--- src/hdl/lfcb_pkg.sv ---
// package: register map, reset values and widths for the left filter coefficient bank
package lfcb_pkg;
  localparam int LFCB_NUM_REGS = 10;
  localparam int LFCB_NUM_COEFS = 5;
  // register indices (page-local register numbers); byte address is four times the index
  localparam logic [7:0] LFCB_IDX_DENOM_FOUR_HIGH = 8'h11;
  localparam logic [7:0] LFCB_IDX_DENOM_FOUR_LOW = 8'h12;
  localparam logic [7:0] LFCB_IDX_DENOM_FIVE_HIGH = 8'h13;
  localparam logic [7:0] LFCB_IDX_DENOM_FIVE_LOW = 8'h14;
  localparam logic [7:0] LFCB_IDX_NUMER_ZERO_HIGH = 8'h15;
  localparam logic [7:0] LFCB_IDX_NUMER_ZERO_LOW = 8'h16;
  localparam logic [7:0] LFCB_IDX_NUMER_ONE_HIGH = 8'h17;
  localparam logic [7:0] LFCB_IDX_NUMER_ONE_LOW = 8'h18;
  localparam logic [7:0] LFCB_IDX_DENOM_ONE_HIGH = 8'h19;
  localparam logic [7:0] LFCB_IDX_DENOM_ONE_LOW = 8'h1A;
  localparam logic [7:0] LFCB_IDX_FIRST = LFCB_IDX_DENOM_FOUR_HIGH;
  // reset values, in register order
  localparam logic [7:0] LFCB_RST_DENOM_FOUR_HIGH = 8'h7D;
  localparam logic [7:0] LFCB_RST_DENOM_FOUR_LOW = 8'h83;
  localparam logic [7:0] LFCB_RST_DENOM_FIVE_HIGH = 8'h84;
  localparam logic [7:0] LFCB_RST_DENOM_FIVE_LOW = 8'hEE;
  localparam logic [7:0] LFCB_RST_NUMER_ZERO_HIGH = 8'h39;
  localparam logic [7:0] LFCB_RST_NUMER_ZERO_LOW = 8'h55;
  localparam logic [7:0] LFCB_RST_NUMER_ONE_HIGH = 8'hF3;
  localparam logic [7:0] LFCB_RST_NUMER_ONE_LOW = 8'h2D;
  localparam logic [7:0] LFCB_RST_DENOM_ONE_HIGH = 8'h53;
  localparam logic [7:0] LFCB_RST_DENOM_ONE_LOW = 8'h7E;
  localparam logic [1:0] LFCB_RESP_OKAY = 2'h0;
  localparam logic [1:0] LFCB_RESP_SLVERR = 2'h2;
endpackage : lfcb_pkg

--- src/hdl/lfcb_coef_reg.sv ---
// one coefficient: high and low byte registers forming a signed 16-bit value
`timescale 1ns/100ps
module lfcb_coef_reg #(
  parameter logic [7:0] RST_HIGH = 8'h00, // reset of high byte
  parameter logic [7:0] RST_LOW = 8'h00 // reset of low byte
) (
  input wire logic clk, // system clock
  input wire logic rst_n, // sync reset, active low
  input wire logic ce, // clock enable
  input wire logic wr_high, // write strobe high byte
  input wire logic wr_low, // write strobe low byte
  input wire logic [7:0] wdata, // write byte
  output logic [7:0] high_q, // high byte
  output logic [7:0] low_q, // low byte
  output logic signed [15:0] coef // two's complement coefficient
);
  typedef struct packed {
    logic [7:0] high;
    logic [7:0] low;
  } lfcb_coef_state_t;
  lfcb_coef_state_t s_q;
  lfcb_coef_state_t s_d;

  always_comb begin
    s_d = s_q;
    if (wr_high) begin
      s_d.high = wdata;
    end
    if (wr_low) begin
      s_d.low = wdata;
    end
  end

  always_ff @(posedge clk) begin
    if (!rst_n) begin
      s_q <= '{high: RST_HIGH, low: RST_LOW};
    end else if (ce) begin
      s_q <= s_d;
    end
  end

  assign high_q = s_q.high;
  assign low_q = s_q.low;
  assign coef = $signed({s_q.high, s_q.low});
endmodule : lfcb_coef_reg

--- src/hdl/lfcb_bank.sv ---
// left-channel effects and de-emphasis coefficient bank behind an AXI4-Lite slave
// How it works
// - coefficient is signed 16 bits from two bytes
// - any value -32768 to +32767 accepted
// - effects denominator four resets to 0x7D83
// - effects denominator five resets to 0x84EE
// - de-emphasis numerator zero resets to 0x3955
// - de-emphasis numerator one resets to 0xF32D
// - de-emphasis denominator high byte resets 0x53
// - de-emphasis denominator low byte resets 0x7E
// - each register eight bits, read and write
`timescale 1ns/100ps
module lfcb_bank #(
  parameter int ADDR_W = 8 // byte address width
) (
  input wire logic CLK_SYS, // 100 MHz clock
  input wire logic RST_N, // sync reset, active low
  input wire logic CE, // clock enable, freezes all state when low; sync reset still clears it
  input wire logic [ADDR_W-1:0] S_AXI_AWADDR, // write address
  input wire logic S_AXI_AWVALID, // write address valid
  output logic S_AXI_AWREADY, // write address ready
  input wire logic [31:0] S_AXI_WDATA, // write data
  input wire logic [3:0] S_AXI_WSTRB, // write strobes
  input wire logic S_AXI_WVALID, // write data valid
  output logic S_AXI_WREADY, // write data ready
  output logic [1:0] S_AXI_BRESP, // write response
  output logic S_AXI_BVALID, // write response valid
  input wire logic S_AXI_BREADY, // write response ready
  input wire logic [ADDR_W-1:0] S_AXI_ARADDR, // read address
  input wire logic S_AXI_ARVALID, // read address valid
  output logic S_AXI_ARREADY, // read address ready
  output logic [31:0] S_AXI_RDATA, // read data
  output logic [1:0] S_AXI_RRESP, // read response
  output logic S_AXI_RVALID, // read data valid
  input wire logic S_AXI_RREADY, // read data ready
  output logic signed [15:0] EFFECTS_DENOM_FOUR, // coefficient to filter
  output logic signed [15:0] EFFECTS_DENOM_FIVE, // coefficient to filter
  output logic signed [15:0] DEEMPH_NUMER_ZERO, // coefficient to filter
  output logic signed [15:0] DEEMPH_NUMER_ONE, // coefficient to filter
  output logic signed [15:0] DEEMPH_DENOM_ONE // coefficient to filter
);
  import lfcb_pkg::*;

  // refuse address widths the decoder cannot serve
  if (ADDR_W < 8 || ADDR_W > 32) begin : g_bad_addr_w
    $error("ADDR_W must be 8..32");
  end

  typedef struct packed {
    logic aw_held;
    logic [ADDR_W-1:0] awaddr;
    logic w_held;
    logic [7:0] wbyte;
    logic wlane;
    logic bvalid;
    logic [1:0] bresp;
    logic rvalid;
    logic [1:0] rresp;
    logic [31:0] rdata;
  } lfcb_bus_t;

  lfcb_bus_t s_q;
  lfcb_bus_t s_d;

  localparam logic [7:0] RST_TAB [LFCB_NUM_REGS] = '{
    LFCB_RST_DENOM_FOUR_HIGH, LFCB_RST_DENOM_FOUR_LOW,
    LFCB_RST_DENOM_FIVE_HIGH, LFCB_RST_DENOM_FIVE_LOW,
    LFCB_RST_NUMER_ZERO_HIGH, LFCB_RST_NUMER_ZERO_LOW,
    LFCB_RST_NUMER_ONE_HIGH, LFCB_RST_NUMER_ONE_LOW,
    LFCB_RST_DENOM_ONE_HIGH, LFCB_RST_DENOM_ONE_LOW};

  logic [7:0] reg_val [LFCB_NUM_REGS];
  logic [LFCB_NUM_REGS-1:0] wr_sel;
  logic signed [15:0] coef [LFCB_NUM_COEFS];
  logic do_write;
  logic [ADDR_W-1:0] w_addr;
  logic w_hit;
  logic [3:0] w_slot;
  logic r_hit;
  logic [3:0] r_slot;

  // map byte address to slot; word aligned and in range only
  function automatic logic [4:0] lfcb_decode(input logic [ADDR_W-1:0] a);
    logic [ADDR_W-3:0] idx;
    logic [ADDR_W-3:0] rel;
    idx = a[ADDR_W-1:2];
    rel = idx - (ADDR_W-2)'(LFCB_IDX_FIRST);
    if (a[1:0] == 2'b00 && idx >= (ADDR_W-2)'(LFCB_IDX_FIRST) && rel < (ADDR_W-2)'(LFCB_NUM_REGS)) begin
      lfcb_decode = {1'b1, rel[3:0]};
    end else begin
      lfcb_decode = 5'h00;
    end
  endfunction : lfcb_decode

  assign w_addr = s_q.aw_held ? s_q.awaddr : S_AXI_AWADDR;
  assign {w_hit, w_slot} = lfcb_decode(w_addr);
  assign {r_hit, r_slot} = lfcb_decode(S_AXI_ARADDR);

  // write fires once both address and data are present and no response pending
  assign S_AXI_AWREADY = CE && !s_q.aw_held && !s_q.bvalid;
  assign S_AXI_WREADY = CE && !s_q.w_held && !s_q.bvalid;
  assign S_AXI_ARREADY = CE && !s_q.rvalid;
  assign do_write = CE && !s_q.bvalid && (s_q.aw_held || S_AXI_AWVALID) && (s_q.w_held || S_AXI_WVALID);

  logic [7:0] cur_byte;
  logic cur_lane;
  assign cur_byte = s_q.w_held ? s_q.wbyte : S_AXI_WDATA[7:0];
  assign cur_lane = s_q.w_held ? s_q.wlane : S_AXI_WSTRB[0];

  always_comb begin
    wr_sel = '0;
    if (do_write && w_hit && cur_lane) begin
      wr_sel[w_slot] = 1'b1;
    end
  end

  genvar gi;
  generate
    for (gi = 0; gi < LFCB_NUM_COEFS; gi++) begin : g_coef
      lfcb_coef_reg #(
        .RST_HIGH(RST_TAB[2*gi]),
        .RST_LOW(RST_TAB[2*gi+1])
      ) u_coef (
        .clk(CLK_SYS),
        .rst_n(RST_N),
        .ce(CE),
        .wr_high(wr_sel[2*gi]),
        .wr_low(wr_sel[2*gi+1]),
        .wdata(cur_byte),
        .high_q(reg_val[2*gi]),
        .low_q(reg_val[2*gi+1]),
        .coef(coef[gi])
      );
    end
  endgenerate

  assign EFFECTS_DENOM_FOUR = coef[0];
  assign EFFECTS_DENOM_FIVE = coef[1];
  assign DEEMPH_NUMER_ZERO = coef[2];
  assign DEEMPH_NUMER_ONE = coef[3];
  assign DEEMPH_DENOM_ONE = coef[4];

  always_comb begin
    s_d = s_q;
    if (S_AXI_AWVALID && S_AXI_AWREADY && !do_write) begin
      s_d.aw_held = 1'b1;
      s_d.awaddr = S_AXI_AWADDR;
    end
    if (S_AXI_WVALID && S_AXI_WREADY && !do_write) begin
      s_d.w_held = 1'b1;
      s_d.wbyte = S_AXI_WDATA[7:0];
      s_d.wlane = S_AXI_WSTRB[0];
    end
    if (do_write) begin
      s_d.aw_held = 1'b0;
      s_d.w_held = 1'b0;
      s_d.bvalid = 1'b1;
      s_d.bresp = w_hit ? LFCB_RESP_OKAY : LFCB_RESP_SLVERR;
    end else if (s_q.bvalid && S_AXI_BREADY) begin
      s_d.bvalid = 1'b0;
    end
    if (S_AXI_ARVALID && S_AXI_ARREADY) begin
      s_d.rvalid = 1'b1;
      s_d.rresp = r_hit ? LFCB_RESP_OKAY : LFCB_RESP_SLVERR;
      s_d.rdata = r_hit ? {24'h00_0000, reg_val[r_slot]} : 32'h0000_0000;
    end else if (s_q.rvalid && S_AXI_RREADY) begin
      s_d.rvalid = 1'b0;
    end
  end

  always_ff @(posedge CLK_SYS) begin
    if (!RST_N) begin
      s_q <= '0;
    end else if (CE) begin
      s_q <= s_d;
    end
  end

  assign S_AXI_BVALID = s_q.bvalid;
  assign S_AXI_BRESP = s_q.bresp;
  assign S_AXI_RVALID = s_q.rvalid;
  assign S_AXI_RRESP = s_q.rresp;
  assign S_AXI_RDATA = s_q.rdata;

  // flat view of all five coefficients, for the hold checks
  logic [79:0] coef_flat;
  assign coef_flat = {EFFECTS_DENOM_FOUR, EFFECTS_DENOM_FIVE, DEEMPH_NUMER_ZERO,
    DEEMPH_NUMER_ONE, DEEMPH_DENOM_ONE};

  // per coefficient: byte writes land in their half, reads return the byte
  genvar gk;
  generate
    for (gk = 0; gk < LFCB_NUM_COEFS; gk++) begin : g_coef_chk

    end
  endgenerate
endmodule : lfcb_bank

--- config.mk ---
export PLATFORM = sky130hd
export DESIGN_NAME = lfcb_bank
export DESIGN_NICKNAME = d
export VERILOG_FILES = /design/src/hdl/lfcb_pkg.sv /design/src/hdl/lfcb_coef_reg.sv /design/src/hdl/lfcb_bank.sv
export SDC_FILE = /design/constraint.sdc
export NUM_CORES = 1
export LEC_CHECK = 0
export ABC_CLOCK_PERIOD_IN_PS = 3550
export BUFFER_PORTS_ARGS = -buffer_cell sky130_fd_sc_hd__buf_2
export CAP_MARGIN = 15
export CELL_PAD_IN_SITES_DETAIL_PLACEMENT = 1
export CELL_PAD_IN_SITES_GLOBAL_PLACEMENT = 2
export CORE_AREA = 3 3 151 153
export DETAILED_ROUTE_END_ITERATION = 10
export DIE_AREA = 0 0 154 156
export GPL_TIMING_DRIVEN = 1
export PLACE_DENSITY = 0.7
export SLEW_MARGIN = 20
export SYNTH_ARGS = -nofsm -noshare
export SYNTH_HDL_FRONTEND = slang
export SYNTH_SLANG_ARGS = --single-unit
export TNS_END_PERCENT = 1
--- constraint.sdc ---
create_clock -name CLK_SYS -period 3.55 [get_ports CLK_SYS]
set_clock_uncertainty 0.05 [all_clocks]
set_input_delay 0.71 -clock CLK_SYS [delete_from_list [all_inputs] [get_ports CLK_SYS]]
set_output_delay 0.71 -clock CLK_SYS [all_outputs]
set_load 0.05 [all_outputs]
==> run metrics, run 1 <==
outcome completed; CTS Root Buffer Type clkbuf_16; vias in the first global route 5,297; DRC 0; EDFF count, synth 0; pwr/cell area 391 nW/µm²; Fillers 2,540; Wirelength per Cell 19.7 µm; port bufs 127; Setup TNS Final 0 ps; Slew Viols, Final 0; die width 154 µm; cell area after layout 7010 µm²; VDD IR max 0.234 mV; Routed Antenna Nets 0; CTS Hold Bufs 0; CTS-repair resized insts 0; RSZ-0062 raised after global routing false; routed vias 4,945; vias per cell 4.83; die height 156 µm; Synth Instances 608; DRT Pass-1 Iters 4; minimum clock period 3170 ps; Critical Path End Type register; Final Setup Violations 0; Clk Latency, worst-skew pair 360 ps; area post-placement 6690 µm²; CTS clk-pin slew, worst paths 90 ps; WS Path Type register to register; first-pass GRT wire length 31,200 µm; Seq cells post-synth 111; Synth cell types 58; CTS max path bufs 2; Core Box Area 21,700 µm²; Period Utilization, post-route 89.2%; Core Util, Final 32.3%; row count 54; share of layout cells above drive strength 1 28.5%; GPL Wtd Cong 0.815; n_diodes 0; grt ovf 0; Avg Synthesized Cell Area 9.47 µm²; Synth Flop Type dfxtp_1; DRT Wirelength 20,200 µm; Multi-input gate area 3200 µm²; Sw Share 31.3%; Worst Tran Pin Value 902 ps; Ys Warns 0; CP Launch Type register; synthesized cell area 5760 µm²; H-tree depth 3; clock power share 38.7%; hold crit path type register to register; Final Non-Filler Cells 1,023; Final Hold Vio Count 0; Leak 2.82 nW; Gate power share 15.2%; Nets 800; Critical Path RT 3790 ps; FF+latch area 2220 µm²; IO Pins 181; Max-Cap Viols 0; ys async rst share 0%; TritonCTS buffer count 9; switching power 859 µW; number of DRC markers in iteration 0 169; largest net degree at the start of global routing 46; starting density of the core 26.5%; Max Freq 316 MHz; post-CTS setup buffers 0; Cell Int Power 1.88 mW; area delta synth->final 21.7%; Critical Path AT 3410 ps; Detail Placement HPWL 15,500 µm; post-synthesis sequential area ratio 38.6%; GRT Util Overall 16.7%; Clock Sinks 111; relative slew slack 39.4%; CP Max Fanout 16; DP Cell Count 1,007; Seq pwr share 46.1%; initial antenna violation count 0; CTS tree done; area of the die 24,000 µm²
==> cell usage in the layout, fill, tap and decap left out, drive strengths merged, types with 9 or more instances in the layout <==
| master | count |
|---|---|
| clkbuf | 9 |
| dfxtp | 111 |
| conb | 26 |
| inv | 10 |
| a21oi | 14 |
| nor4 | 11 |
| mux2i | 121 |
| buf | 162 |
| nor2 | 97 |
| nand2 | 62 |
==> area by class of cell <==
cell class | instances | share of cell area [%]
multi-input cells | 447 | 45.6
flip-flops and latches | 111 | 31.7
repair buffers | 162 | 12.8
well taps | 280 | 5.00
clock buffers | 9 | 3.21
clock inverters | 7 | 1.25
inverters | 7 | 0.375
==> synthesized netlist by cell type, types with 5 or more instances <==
cell type  instances  area share (%)
a2111oi_0          5            0.76
clkbuf_1          24             1.6
nand2b_1           7            0.76
nor3_1             8            0.70
nand3_1            6            0.52
a21oi_1           14             1.2
nand2_1           62             4.0
o21ai_0            6            0.52
mux2i_1          120              21
nor2_1            96             6.3
buf_4             36             4.7
mux2_2             7             1.4
buf_1              5            0.33
mux4_2             5             2.0
o221ai_1           5            0.76
dfxtp_1          111              39
nor4_4            10             3.7
==> worst paths after layout <==
| kind | from | end | slack, ps | depth (start not counted) |
|---|---|---|---|---|
| min reg2reg | S_AXI_RDATA[6] | S_AXI_RDATA[6] | 420 | 1 |
| max | s_q[56] | g_coef[0].u_coef.high_q[3] | 380 | 9 |
| min | S_AXI_RDATA[6] | S_AXI_RDATA[6] | 420 | 1 |
| max reg2reg | s_q[56] | g_coef[0].u_coef.high_q[3] | 380 | 9 |
==> kinds of logic (layout without fill, tap and decap cells) <==
kind of cell | after synthesis | count (layout) | share of synthesized area [%]
flip-flops | 111 | 111 | 38.6
AND/OR/NAND/NOR | 206 | 206 | 18.2
XOR/XNOR | 7 | 7 | 1.07
other | 1 | 26 | 0.0651
buffers and inverters | 75 | 185 | 7.67
AO/OA/AOI/OAI | 72 | 72 | 9.30
multiplexers | 134 | 134 | 24.7
adder cells (fa/ha/maj) | 2 | 2 | 0.435
==> metrics by stage <==
| step | setup slack [ps] | power [mW] | hold slack (ps) |
|---|---|---|---|
| finish | 382 | 2.74 | 416 |
| global route | 199 | 2.86 | 441 |
| CTS | 363 | 2.78 | 421 |
| detailed placement | 105 | 1.71 | 400 |
| global placement | 217 | 1.70 | 385 |
| floorplan | 109 | 1.62 | 378 |
==> sequential cells by signal, indices dropped and copies added (netlist names) <==
register	flops
S_AXI_BRESP	1
S_AXI_BVALID	1
S_AXI_RDATA	8
S_AXI_RRESP	1
S_AXI_RVALID	1
g_coef.u_coef.high_q	40
g_coef.u_coef.low_q	40
s_q	19
==> worst max-delay path, stage by stage, from the launching register on <==
cell	delay (ps)
dfxtp_1	450
buf_4	270
mux2_4	330
nor2_2	100
mux2i_1	70
a211o_1	290
or4b_4	710
nor4_4	300
buf_4	280
mux2i_1	240
==> power by group through the flow <==
| stage | sequential (mW) | combinational, mW | clock, mW |
|---|---|---|---|
| global route | 1.27 | 0.454 | 1.14 |
| CTS | 1.26 | 0.422 | 1.09 |
| global placement | 1.29 | 0.411 | 0 |
| floorplan | 1.30 | 0.323 | 0 |
| detailed placement | 1.29 | 0.420 | 0 |
| finish | 1.26 | 0.417 | 1.06 |
==> layer usage <==
metal	global-route usage, %	share of wire, %
met1	20.9	43
met2	30.0	51
met3	2.39	4.4
met4	4.58	1.6
met5	0	0
No activity file was read; power rests on OpenSTA's default activity.
==> run 2, diff against run 1 <==
--- a/config.mk
+++ b/config.mk
@@ -14,7 +14,7 @@
 export DETAILED_ROUTE_END_ITERATION = 10
 export DIE_AREA = 0 0 154 156
 export GPL_TIMING_DRIVEN = 1
-export PLACE_DENSITY = 0.7
+export PLACE_DENSITY = 0.84
 export SLEW_MARGIN = 20
 export SYNTH_ARGS = -nofsm -noshare
 export SYNTH_HDL_FRONTEND = slang
==> run metrics, run 2 (same netlist as run 1, synthesis figures left out) <==
initial antenna violation count 0 (unchanged); dpl ws 172 ps (+67.2 ps); first-pass GRT wire length 29,300 µm (-6.0%); row count 54 (unchanged); WHS Path Cells 1 (unchanged); most common cell after layout, fill and taps aside buf_2; GPL Wtd Cong 0.797 (-2.3%); n_diodes 0 (unchanged); RSZ-0062 raised after global routing false; CTS max path bufs 2 (unchanged); Period Utilization, post-route 88.1% (-1.1 points); post-CTS setup buffers 0 (unchanged); Cell Int Power 2.00 mW (+6.2%); number of DRC markers in iteration 0 176 (+4.1%); commonest non-fill, non-tap cells in the layout buf_2 (127), mux2i_1 (120), dfxtp_1 (111); cell area after layout 7010 µm² (about the same); Critical Path End Type register; vias per cell 4.75 (-1.8%); IO Pins 181 (unchanged); Critical-path top delay cell or4b_4; switching power 816 µW (-5.0%); CP Cell Sequence buf_4 -> mux2_4 -> nor2_2 -> mux2i_1 -> a211o_1 -> or4b_4 -> nor4_4 -> buf_4 -> mux2i_1; Final Non-Filler Cells 1,021 (-0.20%); CTS Root Buffer Type clkbuf_16; Critical Path RT 3780 ps (about the same); die height 156 µm (unchanged); Critical Path AT 3360 ps (-50 ps); H-tree depth 3 (unchanged); Final Setup Violations 0 (unchanged); DRT Wirelength 19,500 µm (-3.4%); Seq pwr share 44.9% (-1.2 points); Worst Tran Pin Value 874 ps (-28.4 ps); Pwr Total 2.81 mW (+2.7%); clock power share 40.4% (+1.7 points); TritonCTS buffer count 9 (unchanged); area delta synth->final 21.8% (about the same); relative slew slack 41.3% (+1.9 points); vias in the first global route 4,989 (-5.8%); CTS tree done; Detail Placement HPWL 15,000 µm (-3.2%); largest net degree at the start of global routing 33 (-28%); starting density of the core 26.5% (unchanged); pwr/cell area 401 nW/µm² (+2.6%); CTS clk-pin slew, worst paths 80 ps (about the same); VDD IR max 0.227 mV (-3.2%); outcome completed; Gate power share 14.7% (-0.5 points); Worst Setup Slack, final 422 ps (+40.1 ps); Wirelength per Cell 19.1 µm (-3.2%); hold crit path type register to register; Final Hold Vio Count 0 (unchanged); DRT Pass-1 Iters 4 (unchanged); DP Cell Count 1,005 (-0.20%); Sw Share 29.0% (-2.3 points); Nets 798 (-0.25%); area post-placement 6690 µm² (about the same); max incr delay on CP 710 ps (about the same); CTS Hold Bufs 0 (unchanged); Fillers 2,518 (-0.87%); Core Box Area 21,700 µm² (unchanged); DRC 0 (unchanged); CTS-repair resized insts 0 (unchanged); Setup TNS Final 0 ps (unchanged); R2R depth 9 (unchanged); die width 154 µm (unchanged); area of the die 24,000 µm² (unchanged); Routed Antenna Nets 0 (unchanged); Clk Latency, worst-skew pair 360 ps (about the same); Slew Viols, Final 0 (unchanged); Max Freq 320 MHz (+1.3%); Leak 2.81 nW (-0.19%); port bufs 127 (unchanged); Max-Cap Viols 0 (unchanged); Clock Sinks 111 (unchanged); grt ovf 0 (unchanged); WS Path Type register to register; CP Launch Type register; routed vias 4,845 (-2.0%); share of layout cells above drive strength 1 28.2% (-0.33 points); minimum clock period 3130 ps (-40.1 ps); CP Max Fanout 16 (unchanged); GRT Util Overall 15.8% (-0.92 points)
[run 2: cell type report]
| type | instances | area (µm²) | share of cell area [%] |
|---|---|---|---|
| clock buffers | 10 | 229 | 3.27 |
| flip-flops and latches | 111 | 2220 | 31.7 |
| inverters | 7 | 26.3 | 0.375 |
| repair buffers | 160 | 896 | 12.8 |
| multi-input cells | 447 | 3200 | 45.6 |
| clock inverters | 6 | 92.6 | 1.32 |
| well taps | 280 | 350 | 5.00 |
[run 2: metal layers]
layer / part of all wire, % / global-route usage [%] / vias up
met5: 0 / 0 / -
met4: 1.2 / 4.50 / 0
met3: 7.5 / 4.11 / 12
met2: 48 / 27.0 / 111
met1: 43 / 19.7 / 2380
li1: - / - / 2342
[run 2: path summary, 6_finish.rpt]
| kind | startpoint | endpoint | slack (ps) |
|---|---|---|---|
| setup / recovery | s_q[56] | g_coef[4].u_coef.low_q[1] | 420 |
| hold reg to reg | S_AXI_RDATA[4] | S_AXI_RDATA[4] | 410 |
| setup reg to reg | s_q[56] | g_coef[4].u_coef.low_q[1] | 420 |
| hold / removal | S_AXI_RDATA[4] | S_AXI_RDATA[4] | 410 |
[run 2: power groups by stage]
stage	Clock, mW	Combinational [mW]	Sequential [mW]
6_report	1.14	0.413	1.26
5_1_grt	1.20	0.446	1.27
4_1_cts	1.16	0.416	1.26
3_5_place_dp	0	0.415	1.29
3_3_place_gp	0	0.410	1.29
2_1_floorplan	0	0.323	1.30
[run 2: stage by stage]
stage / utilization (%) / hold WS [ps]
final: 32.3 / 409
after global routing: 32.3 / 439
after CTS: 32.3 / 412
after detailed placement: 30.8 / 394
after global placement: 30.8 / 388
after floorplan: - / 378
[run 2: critical path: cells and delay by family, from the launching register on]
| kind | cells | cell delay [ps] |
|---|---|---|
| DFF | 1 | 450 |
| muxes | 3 | 630 |
| AOI/OAI and AO/OA | 1 | 280 |
| buffers and inverters | 2 | 520 |
| and+or+nand+nor | 3 | 1090 |
==> run 3, diff against run 2 <==
--- a/config.mk
+++ b/config.mk
@@ -5,16 +5,16 @@
 export SDC_FILE = /design/constraint.sdc
 export NUM_CORES = 1
 export LEC_CHECK = 0
-export ABC_CLOCK_PERIOD_IN_PS = 3550
+export ABC_CLOCK_PERIOD_IN_PS = 2900
 export BUFFER_PORTS_ARGS = -buffer_cell sky130_fd_sc_hd__buf_2
 export CAP_MARGIN = 15
 export CELL_PAD_IN_SITES_DETAIL_PLACEMENT = 1
 export CELL_PAD_IN_SITES_GLOBAL_PLACEMENT = 2
-export CORE_AREA = 3 3 151 153
+export CORE_AREA = 3 3 143 145
 export DETAILED_ROUTE_END_ITERATION = 10
-export DIE_AREA = 0 0 154 156
+export DIE_AREA = 0 0 146 148
 export GPL_TIMING_DRIVEN = 1
-export PLACE_DENSITY = 0.84
+export PLACE_DENSITY = 0.88
 export SLEW_MARGIN = 20
 export SYNTH_ARGS = -nofsm -noshare
 export SYNTH_HDL_FRONTEND = slang
==> constraint.sdc (replaced) <==
create_clock -name CLK_SYS -period 2.9 [get_ports CLK_SYS]
set_clock_uncertainty 0.05 [all_clocks]
set_input_delay 0.58 -clock CLK_SYS [delete_from_list [all_inputs] [get_ports CLK_SYS]]
set_output_delay 0.58 -clock CLK_SYS [all_outputs]
set_load 0.05 [all_outputs]
==> run metrics, run 3 (same netlist as run 1, synthesis figures left out) <==
outcome completed; Period Utilization, post-route 96.8% (+8.7 points); Slew Viols, Final 0 (unchanged); share of layout cells above drive strength 1 32.0% (+3.8 points); die height 148 µm (-5.1%); starting density of the core 29.8% (+3.2 points); DRT Wirelength 20,300 µm (+4.2%); Cell Int Power 2.32 mW (+16%); Detail Placement HPWL 15,600 µm (+3.5%); first-pass GRT wire length 31,400 µm (+7.0%); DP Cell Count 1,022 (+1.7%); Nets 834 (+4.5%); CP dominant cell by count mux2i_1; Seq pwr share 46.8% (+1.9 points); CTS Root Buffer Type clkbuf_16; Max-Cap Viols 0 (unchanged); Core Box Area 19,300 µm² (-11%); DRT Pass-1 Iters 4 (unchanged); H-tree depth 3 (unchanged); IO Pins 181 (unchanged); worst setup path end g_coef[2].u_coef.low_q[7]; Fillers 2,257 (-10%); Critical-path top delay cell or4b_4; Pwr Total 3.31 mW (+18%); internal reg-to-reg setup slack 90 ps (-330 ps); clock power share 36.7% (-3.7 points); RR Endpoint g_coef[2].u_coef.low_q[7]; vias in the first global route 5,296 (+6.2%); crit path launch s_q[56]; Gate power share 16.6% (+1.9 points); commonest non-fill, non-tap cells in the layout buf_2 (127), mux2i_1 (120), dfxtp_1 (110); Leak 3.02 nW (+7.3%); CTS clk-pin slew, worst paths 80 ps (about the same); routed wl met2 9830 µm (+4.1%); Clock Sinks 111 (unchanged); Routed Antenna Nets 0 (unchanged); RSZ-0062 raised after global routing true; cell area after layout 7360 µm² (+5.0%); worst reg2reg path startpoint s_q[56]; Setup TNS Final 0 ps (unchanged); number of DRC markers in iteration 0 272 (+55%); Sw Share 30.0% (+1.0 points); relative slew slack 58.8% (+18 points); Wirelength per Cell 19.5 µm (+2.0%); Worst Tran Pin Value 615 ps (-259 ps); GRT Util Overall 18.7% (+2.9 points); DRC 0 (unchanged); row count 51 (-5.6%); Final Non-Filler Cells 1,043 (+2.2%); initial antenna violation count 0 (unchanged); buffers plus inverters on the worst setup path 2 (unchanged); die width 146 µm (-5.2%); WS Path Type register to register; area delta synth->final 27.9%; Critical Path RT 3140 ps (-640 ps); switching power 993 µW (+22%); grt ovf 0 (unchanged); CTS max path bufs 2 (unchanged); WP depth 10 (+1); R2R depth 10 (+1); area post-placement 7020 µm² (+4.9%); CP Launch Type register; CTS tree done; vias per cell 4.88 (+2.8%); routed vias 5,087 (+5.0%); max incr delay on CP 590 ps (-120 ps); CP Cell Sequence mux2i_4 -> ha_2 -> o21ai_2 -> mux2i_1 -> a211o_1 -> or4b_4 -> buf_12 -> nor4_4 -> buf_4 -> mux2i_1; Metal-1 WL 8630 µm (+3.2%); TritonCTS buffer count 9 (unchanged); minimum clock period 2810 ps (-322 ps); GPL Wtd Cong 0.866 (+8.6%); met3 routed WL 1510 µm (+3.7%); dpl ws -265 ps (-437 ps); Critical Path End Type register; port bufs 127 (unchanged); hold crit path type register to register; DR top layer met4; Clk Latency, worst-skew pair 360 ps (about the same); Final Setup Violations 0 (unchanged); Worst path top cell family by delay simple AND/OR/NAND/NOR gates; Critical Path AT 3050 ps (-310 ps); VDD IR max 0.218 mV (-4.0%); area of the die 21,600 µm² (-10%); largest net degree at the start of global routing 25 (-24%); Final Hold Vio Count 0 (unchanged); Worst Setup Slack, final 93.9 ps (-328 ps); most common cell after layout, fill and taps aside buf_2; pwr/cell area 450 nW/µm² (+12%); Max Freq 356 MHz (+11%); CP Max Fanout 7 (-9)
[run 3: cell count changes in the layout (fill, tap and decap cells not counted), sizes merged]
cell | before | now
inv | 9 | 8
clkinv | 0 | 4
buf | 160 | 196
bufinv | 2 | 0
clkinvlp | 2 | 0
clkbuf | 10 | 11
diode | 0 | 1
[run 3: layout make-up]
class / count / area [µm²] / area share, %
Inverter: 7 / 26.3 / 0.357
Antenna cell: 1 / 2.50 / 0.0340
Tap cell: 265 / 332 / 4.50
Multi-Input combinational cell: 447 / 3210 / 43.5
Timing Repair Buffer: 196 / 1290 / 17.6
Sequential cell: 111 / 2230 / 30.2
Clock buffer: 11 / 243 / 3.30
Clock inverter: 5 / 32.5 / 0.442
[run 3: worst register-to-register path, stage by stage (launching register included)]
cell and delay, ps:
dfxtp_4 420, mux2i_4 250, ha_2 210, o21ai_2 60
mux2i_1 110, a211o_1 250, or4b_4 590, buf_12 180
nor4_4 230, buf_4 210, mux2i_1 180
[run 3: how the worst min path moves through the flow]
| stage | from | end | depth (start not counted) |
|---|---|---|---|
| global route | S_AXI_RDATA[4] | S_AXI_RDATA[4] | 1 |
| finish | S_AXI_RDATA[4] | S_AXI_RDATA[4] | 1 |
| detailed placement | S_AXI_RDATA[4] | S_AXI_RDATA[4] | 1 |
| CTS | S_AXI_RDATA[4] | S_AXI_RDATA[4] | 1 |
| floorplan | S_AXI_RDATA[4] | S_AXI_RDATA[4] | 1 |
| global placement | S_AXI_RDATA[6] | S_AXI_RDATA[6] | 1 |
[run 3: metal layers]
| metal | vias up | global-route usage (%) |
|---|---|---|
| met1 | 2505 | 24.0 |
| li1 | 2417 | - |
| met2 | 146 | 31.1 |
| met4 | 0 | 6.63 |
| met3 | 19 | 4.17 |
| met5 | - | 0 |
[run 3: what timing repair did]
item	4_1_cts	5_1_grt
gates resized for setup	1	3
hold buffers	0	0
buffers inserted	4	0
setup endpoints to repair	17	69
pin swaps	2	6
[run 3: power by group through the flow]
stage | Sequential, mW | Clock (mW) | Combinational (mW)
after floorplan | 1.59 | 0 | 0.399
after global placement | 1.58 | 0 | 0.536
after detailed placement | 1.59 | 0 | 0.544
after CTS | 1.55 | 1.23 | 0.548
after global routing | 1.55 | 1.30 | 0.591
final | 1.55 | 1.21 | 0.548
[run 3: metrics by stage]
stage	hold slack (ps)	utilization [%]
after floorplan	378	-
after global placement	384	36.3
after detailed placement	392	36.3
after CTS	410	38.0
after global routing	425	38.1
final	406	38.1
